### src/rtl/vpp_pkg.sv
// shared constants for the video pixel stream pipeline
package vpp_pkg;
  localparam int WIDE_W     = 64;
  localparam int PIX_W      = 32;
  localparam int HALF_W     = 16;
  localparam int RGB_W      = 24;
  localparam int SYM_W      = 8;
  localparam int FIFO_DEPTH = 16;
  localparam int FIFO_AW    = 4;
  // byte positions inside a 0:R:G:B pixel
  localparam int RED_LSB    = 16;
  localparam int GRN_LSB    = 8;
  localparam int BLU_LSB    = 0;
  // field positions inside a 5:6:5 pixel
  localparam int R5_LSB     = 11;
  localparam int G6_LSB     = 5;
  localparam int B5_LSB     = 0;
  localparam logic [1:0] LAST_HALF = 2'h3;
  typedef enum logic [1:0] {
    VPP_SYM_RED = 2'b00,
    VPP_SYM_GRN = 2'b01,
    VPP_SYM_BLU = 2'b11
  } vpp_sym_t;
endpackage

### src/rtl/vpp_pixel_stream.sv
// wide stream to 8-bit r,g,b symbol stream with frame start marker
// Notes on behaviour
// - 0:R:G:B mode splits each 64-bit beat into two pixels
// - fifo keeps display fed during stalls
// - drop top byte, keep 24-bit rgb
// - emit red, green, blue symbols in turn
// - frame start marker on first symbol
// - 5:6:5 pixels padded to 24 bits
// - 5:6:5 mode splits beat into four
`timescale 1ns/100ps
module vpp_pixel_stream (
  input  wire logic        clk,
  input  wire logic        rst_n,
  input  wire logic        mode565,
  input  wire logic        padReplicate,
  input  wire logic [63:0] wideData,
  input  wire logic        wideStart,
  input  wire logic        wideValid,
  output logic             wideReady,
  output logic [7:0]       symData,
  output logic             symStart,
  output logic             symValid,
  input  wire logic        symReady
);
  // ---------------- width adapter ----------------
  logic [63:0] beat_reg;
  logic        beatStart_reg;
  logic        beatFull_reg;
  logic [1:0]  subIdx_reg;
  logic [31:0] subWord;
  logic        subStart;
  logic        subLast;
  logic        subTake;
  logic        fifoFull;
  // lowest sub-word first, ascending
  assign subWord = mode565 ?
    {16'h0000, beat_reg[subIdx_reg*vpp_pkg::HALF_W +: vpp_pkg::HALF_W]} :
    beat_reg[subIdx_reg[0]*vpp_pkg::PIX_W +: vpp_pkg::PIX_W];
  assign subStart = beatStart_reg && (subIdx_reg == 2'h0);
  assign subLast  = mode565 ? (subIdx_reg == vpp_pkg::LAST_HALF)
                            : subIdx_reg[0];
  assign subTake  = beatFull_reg && !fifoFull;

  always_ff @(posedge clk or negedge rst_n) begin
    if (!rst_n) begin
      beatFull_reg  <= 1'b0;
      subIdx_reg    <= 2'h0;
      beat_reg      <= 64'h0;
      beatStart_reg <= 1'b0;
      wideReady     <= 1'b0;
    end else begin
      wideReady <= !(beatFull_reg && !(subTake && subLast)) && !wideReady
                   ? 1'b1 : wideReady && !(wideValid);
      if (wideValid && wideReady) begin
        beat_reg      <= wideData;
        beatStart_reg <= wideStart;
        beatFull_reg  <= 1'b1;
        subIdx_reg    <= 2'h0;
      end else if (subTake) begin
        subIdx_reg <= subIdx_reg + 2'h1;
        if (subLast) begin
          beatFull_reg <= 1'b0;
        end
      end
    end
  end

  // ---------------- slack fifo ----------------
  // memory stalls are absorbed here, not by the display side
  logic [32:0]  fifoMem [vpp_pkg::FIFO_DEPTH];
  logic [vpp_pkg::FIFO_AW:0] wrPtr_reg;
  logic [vpp_pkg::FIFO_AW:0] rdPtr_reg;
  logic         fifoEmpty;
  logic         fifoPop;
  logic [32:0]  fifoHead;
  assign fifoEmpty = (wrPtr_reg == rdPtr_reg);
  assign fifoFull  = (wrPtr_reg[vpp_pkg::FIFO_AW-1:0] ==
                      rdPtr_reg[vpp_pkg::FIFO_AW-1:0]) &&
                     (wrPtr_reg[vpp_pkg::FIFO_AW] !=
                      rdPtr_reg[vpp_pkg::FIFO_AW]);
  assign fifoHead  = fifoMem[rdPtr_reg[vpp_pkg::FIFO_AW-1:0]];

  always_ff @(posedge clk) begin
    if (subTake) begin
      fifoMem[wrPtr_reg[vpp_pkg::FIFO_AW-1:0]] <= {subStart, subWord};
    end
  end

  always_ff @(posedge clk or negedge rst_n) begin
    if (!rst_n) begin
      wrPtr_reg <= '0;
      rdPtr_reg <= '0;
    end else begin
      if (subTake) begin
        wrPtr_reg <= wrPtr_reg + 5'h01;
      end
      if (fifoPop) begin
        rdPtr_reg <= rdPtr_reg + 5'h01;
      end
    end
  end

  // ---------------- pixel converter ----------------
  logic [7:0]  redFull;
  logic [7:0]  grnFull;
  logic [7:0]  bluFull;
  logic [7:0]  red565;
  logic [7:0]  grn565;
  logic [7:0]  blu565;
  logic [23:0] rgb;
  logic [4:0]  r5;
  logic [5:0]  g6;
  logic [4:0]  b5;
  assign redFull = fifoHead[vpp_pkg::RED_LSB +: 8];
  assign grnFull = fifoHead[vpp_pkg::GRN_LSB +: 8];
  assign bluFull = fifoHead[vpp_pkg::BLU_LSB +: 8];
  assign r5 = fifoHead[vpp_pkg::R5_LSB +: 5];
  assign g6 = fifoHead[vpp_pkg::G6_LSB +: 6];
  assign b5 = fifoHead[vpp_pkg::B5_LSB +: 5];
  // replication copies each field's lsb into the pad bits
  assign red565 = {r5, padReplicate ? {3{r5[0]}} : 3'h0};
  assign grn565 = {g6, padReplicate ? {2{g6[0]}} : 2'h0};
  assign blu565 = {b5, padReplicate ? {3{b5[0]}} : 3'h0};
  assign rgb = mode565 ? {red565, grn565, blu565}
                       : {redFull, grnFull, bluFull};

  // ---------------- serializer ----------------
  vpp_pkg::vpp_sym_t sym_reg;
  vpp_pkg::vpp_sym_t sym_next;
  logic [23:0] pix_reg;
  logic        pixStart_reg;
  logic        symAdvance;
  logic        needPixel;
  assign symAdvance = !symValid || symReady;
  assign needPixel  = symAdvance && (sym_reg == vpp_pkg::VPP_SYM_RED);
  assign fifoPop    = needPixel && !fifoEmpty;

  always_comb begin
    sym_next = sym_reg;
    unique case (sym_reg)
      vpp_pkg::VPP_SYM_RED: begin
        if (fifoPop) begin
          sym_next = vpp_pkg::VPP_SYM_GRN;
        end
      end
      vpp_pkg::VPP_SYM_GRN: begin
        if (symAdvance) begin
          sym_next = vpp_pkg::VPP_SYM_BLU;
        end
      end
      vpp_pkg::VPP_SYM_BLU: begin
        if (symAdvance) begin
          sym_next = vpp_pkg::VPP_SYM_RED;
        end
      end
      default: begin
        sym_next = vpp_pkg::VPP_SYM_RED;
      end
    endcase
  end

  always_ff @(posedge clk or negedge rst_n) begin
    if (!rst_n) begin
      sym_reg      <= vpp_pkg::VPP_SYM_RED;
      pix_reg      <= 24'h000000;
      pixStart_reg <= 1'b0;
      symData      <= 8'h00;
      symStart     <= 1'b0;
      symValid     <= 1'b0;
    end else begin
      sym_reg <= sym_next;
      if (fifoPop) begin
        pix_reg      <= rgb;
        symData      <= rgb[23:16]; // red first
        symStart     <= fifoHead[32];
        symValid     <= 1'b1;
      end else if (symAdvance && sym_reg == vpp_pkg::VPP_SYM_GRN) begin
        symData  <= pix_reg[15:8];
        symStart <= 1'b0;
        symValid <= 1'b1;
      end else if (symAdvance && sym_reg == vpp_pkg::VPP_SYM_BLU) begin
        symData  <= pix_reg[7:0];
        symStart <= 1'b0;
        symValid <= 1'b1;
      end else if (symAdvance) begin
        symValid <= 1'b0;
        symStart <= 1'b0;
      end
    end
  end
endmodule

### config.mk
export PLATFORM = sky130hd
export DESIGN_NAME = vpp_pixel_stream
export DESIGN_NICKNAME = d
export VERILOG_FILES = /design/src/rtl/vpp_pkg.sv /design/src/rtl/vpp_pixel_stream.sv
export SDC_FILE = /design/constraint.sdc
export NUM_CORES = 1
export LEC_CHECK = 0
export BUFFER_PORTS_ARGS = -buffer_cell sky130_fd_sc_hd__buf_2
export CORE_ASPECT_RATIO = 1.4
export CORE_UTILIZATION = 45
export DETAILED_ROUTE_END_ITERATION = 10
export GPL_TIMING_DRIVEN = 0
export PLACE_DENSITY = 0.69
export SLEW_MARGIN = 20
export SYNTH_ARGS = -nofsm -noshare
export SYNTH_HDL_FRONTEND = slang
export SYNTH_SLANG_ARGS = --single-unit
### constraint.sdc
create_clock -name clk -period 5.3 [get_ports clk]
set_clock_uncertainty 0.1 [all_clocks]
set_input_delay 0.265 -clock clk [delete_from_list [all_inputs] [get_ports clk]]
set_output_delay 0.265 -clock clk [all_outputs]
set_load 0.01 [all_outputs]
* Word-level counts from Yosys, hierarchy flattened *
Memories as Yosys holds them, arrays and structs flattened.
Cells that the tools add are included.

word-level totals
  output and inout port bits = 11
  memory bits (writable) = 528
  logic and storage cells = 83
  memories kept = 1
  register bits = 107
  input port bits = 71

cells by class
  muxes and demuxes = 28
  reductions and logical operators = 28
  equal/unequal tests = 9
  shifts and indexed selects = 2
  add/subtract/negate cells = 3

memories
  memory   depth  bits a word  rd ports  clocked after memory_dff  write ports  RTL line                text
  fifoMem  16     33           1         0                         1            vpp_pixel_stream.sv:70  logic [32:0] fifoMem [vpp_pkg::FIFO_DEPTH];

operators by type and width
  kind                                                                   count
  64-bit by 7-bit variable part select with 16-bit output                1
  64-bit by 7-bit variable part select with 32-bit output                1
  32-bit 2-to-1 mux                                                      1
  24-bit 2-to-1 mux                                                      1
  8-bit 2-to-1 mux                                                       3
  1-bit 2-to-1 mux                                                       14
  1-bit logical AND                                                      12
  2-bit 2-to-1 mux                                                       6
  5-bit by 1-bit adder with 5-bit output, second input constant          2
  1-bit zero test                                                        7
  3-bit 2-to-1 mux                                                       2
  2-bit inequality test, second input constant                           3
  2-bit case mux with 3 select lines                                     1
  5-bit equality test                                                    1
  2-bit equality test, second input constant                             2
  4-bit equality test                                                    1
  2-bit zero test                                                        2
  2-bit nonzero test                                                     2
  4-bit nonzero test                                                     1
  3-bit AND reduction                                                    1
  3-bit nonzero test                                                     1
  2-bit by 1-bit adder with 2-bit output, second input constant          1
  2-bit by 1-bit equality test with 1-bit output, second input constant  1
  2-bit AND reduction                                                    1
  2 further kinds                                                        2

* Logic depth before layout (Yosys ltp) *
Gate-level depths: netlist of run 1.

  depth in word-level cells = 10
  gate-level depth with buffers = 10

* Worst setup path after synthesis of run 1 *
No wires, ideal clock.

  path kind = register to register
  start = reg rdPtr_reg[0] in the netlist's numbering
  end = mem fifoMem[3][0], enable pin
  required time = 4,762 ps
  arrival time = 3,201 ps
  path slack = 1,561 ps
  cell stages (with the launch flop) = 8
  setup time = 438 ps
  path buffers = 2
  clock period less this slack = 3,739 ps
  cell sequence = dfrtp_1 -> buf_6 -> xor2_1 -> nor4_4 -> a21oi_1 -> clkbuf_1 -> nand2_1 -> nor3_1

between the ends
  cells in the longest elaborated chain, start to end = 6

ends and longest elaborated chain
  item                                    RTL line                text
  start: declaration                      vpp_pixel_stream.sv:72  logic [vpp_pkg::FIFO_AW:0] rdPtr_reg;
  start signal: assignment                vpp_pixel_stream.sv:98  rdPtr_reg <= rdPtr_reg + 5'h01;
  4-bit equality test                     vpp_pixel_stream.sv:77  assign fifoFull = (wrPtr_reg[vpp_pkg::FIFO_AW-1:0] ==
  1-bit logical AND                       vpp_pixel_stream.sv:78  rdPtr_reg[vpp_pkg::FIFO_AW-1:0]) &&
  1-bit zero test                         vpp_pixel_stream.sv:42  assign subTake = beatFull_reg && !fifoFull;
  1-bit logical AND                       vpp_pixel_stream.sv:42
  1-bit 2-to-1 mux                        vpp_pixel_stream.sv:84  if (subTake) begin
  1-bit 2-to-1 mux (not written as such)  vpp_pixel_stream.sv:85  fifoMem[wrPtr_reg[vpp_pkg::FIFO_AW-1:0]] <= {subStart, subWord};
  end: declaration                        vpp_pixel_stream.sv:70

No other way between the ends.

* Final worst setup path of run 1 *
  start = reg wrPtr_reg[3] in the netlist's numbering
  end = mem fifoMem[3][6], enable pin

between the ends
  cells in the longest elaborated chain, start to end = 6

ends and longest elaborated chain
  item                                    RTL line                text
  start: declaration                      vpp_pixel_stream.sv:71  logic [vpp_pkg::FIFO_AW:0] wrPtr_reg;
  start signal: assignment                vpp_pixel_stream.sv:95  wrPtr_reg <= wrPtr_reg + 5'h01;
  4-bit equality test                     vpp_pixel_stream.sv:77
  1-bit logical AND                       vpp_pixel_stream.sv:78
  1-bit zero test                         vpp_pixel_stream.sv:42
  1-bit logical AND                       vpp_pixel_stream.sv:42
  1-bit 2-to-1 mux                        vpp_pixel_stream.sv:84
  1-bit 2-to-1 mux (not written as such)  vpp_pixel_stream.sv:85

Parallel ways exist; a longest one is shown, timed or not.

==> flow_summary.toml, run 1 <==
[cts]
postCtsSetupBuffers = 0
cts_tree = "yes"
cts_resized = 0
numClockSinks = 507
htree_levels = 2
ctsRootBufferMaster = "clkbuf_16"
hold_buffers = 68
clock_latency_ns = 0.57
clk_pin_slew_worst_paths_ns = 0.07
numCtsBuffers = 45
clock_path_buffers = 3

[routing]
first_iter_violations = 993
routedWlPerCell_um = 25.8
dr_wl_met3_um = 2780
route.vias.total = 11300
via_per_inst = 5.75
drc_errors = 0
wl_met1_um = 19200
dr.max_layer_used = "met4"
ant_nets = 0
drt_wl_total_um = 50600
wl_met2_um = 26500
first_pass_iters = 5

[setup_path]
cp_max_fo = 10
path_class = "flip-flop to flip-flop"
cp.arrival_ns = 3.53
worstPathRequired_ns = 5.46
start_kind = "flip-flop"
end_kind = "flip-flop"

[yosys]
muxShareOfSynthArea_pct = 19.3
syn_inst = 1096
yosys.area_share.simple_pct = 2.56
yosys.area_share.xor_xnor_pct = 0.672
netlist_area_sq_mm = 0.0207
synthAdderAreaFrac_pct = 0.424
synth_compound_area_share_pct = 4.02
synth_nets = 1174
synth-seq-cells = 507
netlist.area_leader.share_pct = 58.2
yosysMostFrequentCell = "edfxtp_1"
syn_area_per_cell_sq_um = 18.8
synth.largest_area_cell = "edfxtp_1"
synth_edf_count = 400
async_flop_share_pct = 21.1
synthTopCellsByArea = "edfxtp_1 (58%), dfrtp_1 (13%), mux4_2 (11%)"
synth_top_family_by_area = "multiplexers"
ys_warn_count = 0
ys_seq_area_share_pct = 71.1
synth_commonest_cells = "edfxtp_1 (400), dfrtp_1 (107), mux4_2 (102), mux2_2 (83), mux2i_1 (67)"
synth.distinct_cells = 46
synth_ff_type = "edfxtp_1"

[power]
power.density_mw_per_mm2 = 618
ir_drop_mv = 0.367
finalPower_w = 0.0151
p_leak_nw = 8.60

[die]
die_w_um = 183
core_sq_mm = 0.0451
die-area_sq_mm = 0.0468
chipHeight_um = 255
start_util_pct = 45.8
rows = 92
boundaryPins = 82

[timing]
tightest_slew_ns = 1.13
fmax_mhz = 297
timing.slew.headroom_pct = 24.5
period_share_pct = 63.5
rsz0062_at_grt = "no"
timing.hold.ws_ns = 0.0432
final_hold_viol_count = 0
timing.final.max_slew_violations = 0
period_minus_slack_ns = 3.37
setup_viol = 0

[status]
status = "complete, no violations"

[layout]
area_growth_pct = 18.7
fin_area_sq_mm = 0.0245
antenna_cells = 0
nets = 1389
drive_gt1_share_pct = 31.8
largest_reg_flops = 400

[placement]
io_buffers = 80
gp_congestion = 0.864
placed_area_sq_mm = 0.0223
hpwl_um = 33600

[global_route]
grt_pass1_vias = 11900
grt_max_degree = 78
gr-total-overflow = 0
grt_use_total_pct = 22.3
grt_pass1_wl_um = 75900
antenna_found_initial = 0

[worst_hold_path]
hp-class = "primary input to asynchronous set/reset pin"

[run]
maxCapViolCount = 0
## worst max-delay path, cell delays in order, from the launching register on
cell and delay [ns]:
dfrtp_1 0.37, clkbuf_2 0.18, xor2_1 0.27, nor4_4 0.12, a21oi_1 0.27, clkbuf_1 0.37
nand2_1 0.18, nor3_2 0.66, buf_4 0.31, buf_4 0.22
## final cells by class
type / instances / area, sq um
plain buffers: 69 / 373
clock buffers: 65 / 1320
clock inverters: 18 / 210
fillers: 3520 / 20600
well taps: 611 / 764
repair buffers: 168 / 1480
inverters: 7 / 26.3
flip-flops and latches: 507 / 14700
multi-input cells: 513 / 5650
## path summary, 6_finish.rpt
| kind | depth (start not counted) | slack [ns] | endpoint | startpoint |
|---|---|---|---|---|
| max | 9 | 1.93 | fifoMem[3][6] | wrPtr_reg[3] |
| min | 2 | 0.04 | beat_reg[3] | rst_n |
| max reg2reg | 9 | 1.93 | fifoMem[3][6] | wrPtr_reg[3] |
| min reg2reg | 2 | 0.38 | pix_reg[7] | pix_reg[7] |
| max in group asynchronous | 3 | 4.34 | sym_reg[1] | rst_n |
| min in group clk | 3 | 0.10 | symStart | symReady |
## metal layers
metal  GRT usage [%]  up-vias
li1                -     4832
met1            27.8     5844
met2            39.2      471
met4            9.14        0
met3            2.82      118
met5               0        -
## cells in the final DEF (no fill, tap or decap), types with 8 or more instances in the layout
cell type,n
buf_2,98
clkbuf_16,47
a21oi_1,28
buf_4,12
o21ai_0,11
clkbuf_1,38
mux4_2,102
xnor2_1,9
buf_12,12
a21oi_2,13
nor2_1,18
dfrtp_1,107
dlygate4sd3_1,68
mux2_2,83
and3_2,15
a211oi_1,9
nand2_1,44
o22ai_1,32
nor2b_1,8
mux2i_1,67
edfxtp_1,400
o31ai_1,17
## where the power goes
group	total [W]	internal, W	leakage, nW	switching, W
registers	0.00632	0.00590	4.90	0.000416
logic	0.00545	0.00219	2.93	0.00325
clock network	0.00338	0.00194	0.757	0.00143
total	0.0151	0.0100	8.60	0.00511
## stage by stage
stage / TNS [ns] / cells / worst slack [ns] / utilization [%]
2_1_floorplan: 0 / 1096 / 1.56 / -
5_1_grt: 0 / 1958 / 1.78 / 54.3
3_3_place_gp: -16.53 / 1787 / -0.666 / 48.4
3_5_place_dp: 0 / 1806 / 1.97 / 49.3
4_1_cts: 0 / 1957 / 1.94 / 54.2
6_report: 0 / 1958 / 1.93 / 54.3
## logic make-up after synthesis
family,after synthesis
muxes,255
buffers and inverters,76
xor gates and xnor gates,15
adders and majority gates,7
DFF,507
AOI/OAI and AO/OA,128
and+or+nand+nor,108
Power figures use the tool's default switching activity.
==> run 2: changes to the inputs <==
Clock period 5.3 ns to 3.5 ns, I/O delays scaled along.
==> run 2 against run 1 <==
Register-to-register slack worse by 1.6 ns. Flip-flop and latch count unchanged. Maximum frequency up 5.5%. Critical path type unchanged. Final area is 0.39% lower. Global-route usage down 0.21 points. First-iteration DRC count up 7.0%.
==> flow_summary.toml, run 2 (synthesized netlist as in run 1, its figures left out) <==
[cts]
cts_resized = 0
htree_levels = 2
clk_pin_slew_worst_paths_ns = 0.06
cts_tree = "yes"
ctsRootBufferMaster = "clkbuf_16"
postCtsSetupBuffers = 0
numClockSinks = 507
clock_path_buffers = 3
numCtsBuffers = 45
clock_latency_ns = 0.55

[setup_path]
crit_chain = "buf_2 -> clkinv_1 -> nand2_1 -> clkbuf_1 -> o22ai_1 -> a21oi_1"
max_stage_delay_ns = 0.82
cp.arrival_ns = 3.29
end_kind = "flip-flop"
worstPathRequired_ns = 3.60
cp_max_fo = 16
path_class = "flip-flop to flip-flop"
cp_slowest_cell = "a21oi_1"
start_kind = "flip-flop"

[placement]
gp_congestion = 0.880
pre_cts_slack_ns = 0.110
io_buffers = 80
hpwl_um = 33900
place_inst = 1805

[die]
die-area_sq_mm = 0.0468
boundaryPins = 82
chipHeight_um = 255
rows = 92
core_sq_mm = 0.0451
start_util_pct = 45.8
die_w_um = 183

[routing]
ant_nets = 0
first_pass_iters = 5
routedWlPerCell_um = 25.6
drt_wl_total_um = 50000
route.vias.total = 11200
drc_errors = 0
first_iter_violations = 1063
via_per_inst = 5.75

[layout]
largest_reg_flops = 400
finalNonFillerCells = 1955
antenna_cells = 0
drive_gt1_share_pct = 30.9
fillers = 3534
final_cell_mix = "edfxtp_1 (400), dfrtp_1 (107), mux4_2 (102), buf_2 (98), mux2_2 (83)"
final_common_cell = "edfxtp_1"
nets = 1388
area_growth_pct = 18.2

[power]
finalPower_w = 0.0226
power.density_mw_per_mm2 = 926
ir_drop_mv = 0.596
p_leak_nw = 8.52

[global_route]
grt_max_degree = 58
grt_pass1_vias = 12100
grt_pass1_wl_um = 75800
use_met2_pct = 39.1
antenna_found_initial = 0
busiest_layer = "met2"
met3_usage_pct = 2.74
grt_use_total_pct = 22.1
grtUsageMet1_pct = 27.1
gr-total-overflow = 0

[run]
maxCapViolCount = 0

[timing]
timing.hold.ws_ns = 0.0748
final_hold_viol_count = 0
timing.slew.headroom_pct = 29.2
fmax_mhz = 313
period_share_pct = 91.2
tightest_slew_ns = 1.06
period_minus_slack_ns = 3.19
rsz0062_at_grt = "no"
timing.final.max_slew_violations = 0
final.setup.tns_ns = 0
setup_viol = 0
fin_ws_ns = 0.310

[worst_hold_path]
hp-class = "primary input to asynchronous set/reset pin"

[status]
status = "complete, no violations"
-- run 2: layout make-up --
cell class | count | area [sq um] | share of cell area, %
plain buffers | 69 | 373 | 1.53
clock buffers | 63 | 1230 | 5.06
clock inverters | 18 | 163 | 0.666
well taps | 611 | 764 | 3.13
inverters | 7 | 26.3 | 0.108
multi-input cells | 513 | 5660 | 23.2
flip-flops and latches | 507 | 14700 | 60.2
repair buffers | 167 | 1510 | 6.18
-- run 2: metrics by stage --
step	instance area, sq um	util (%)
after floorplan	20700	-
after global placement	21800	48.4
after detailed placement	22300	49.4
after CTS	24400	54.0
after global routing	24400	54.1
final	24400	54.1
-- run 2: worst paths after layout --
| path | startpoint | endpoint | slack, ns | cells after the start |
|---|---|---|---|---|
| max in group asynchronous | rst_n | sym_reg[0] | 2.55 | 3 |
| min reg2reg | pix_reg[0] | pix_reg[0] | 0.38 | 2 |
| max | subIdx_reg[1] | fifoMem[2][11] | 0.31 | 6 |
| min | rst_n | beat_reg[41] | 0.07 | 2 |
| max reg2reg | subIdx_reg[1] | fifoMem[2][11] | 0.31 | 6 |
| min in group clk | mode565 | beatFull_reg | 0.20 | 4 |
-- run 2: where the power goes --
part           leakage [nW]  switching [W]  internal [W]  total [W]
Sequential             4.90       0.000630       0.00894    0.00957
Clock                 0.678        0.00211       0.00268    0.00479
Combinational          2.94        0.00491       0.00333    0.00824
Total                  8.52        0.00765        0.0150     0.0226
-- run 2: metal layers --
metal / up-vias / routed length (um)
met5: - / 0
met4: 0 / 2310
met3: 118 / 2910
met2: 446 / 26400
met1: 5848 / 18400
li1: 4825 / -
-- run 2: timing repair --
action | 4_1_cts | 5_1_grt
hold buffers | 69 | 0
setup endpoints to repair | 0 | 0
endpoints found under the hold margin | 177 | 0
-- run 2: worst max-delay path, delay by kind of cell, from the launching register on --
kind,cells,cell delay [ns]
flip-flops,1,0.34
AO/OA/AOI/OAI,2,0.96
AND/OR/NAND/NOR,1,0.37
buffers and inverters,3,1.06
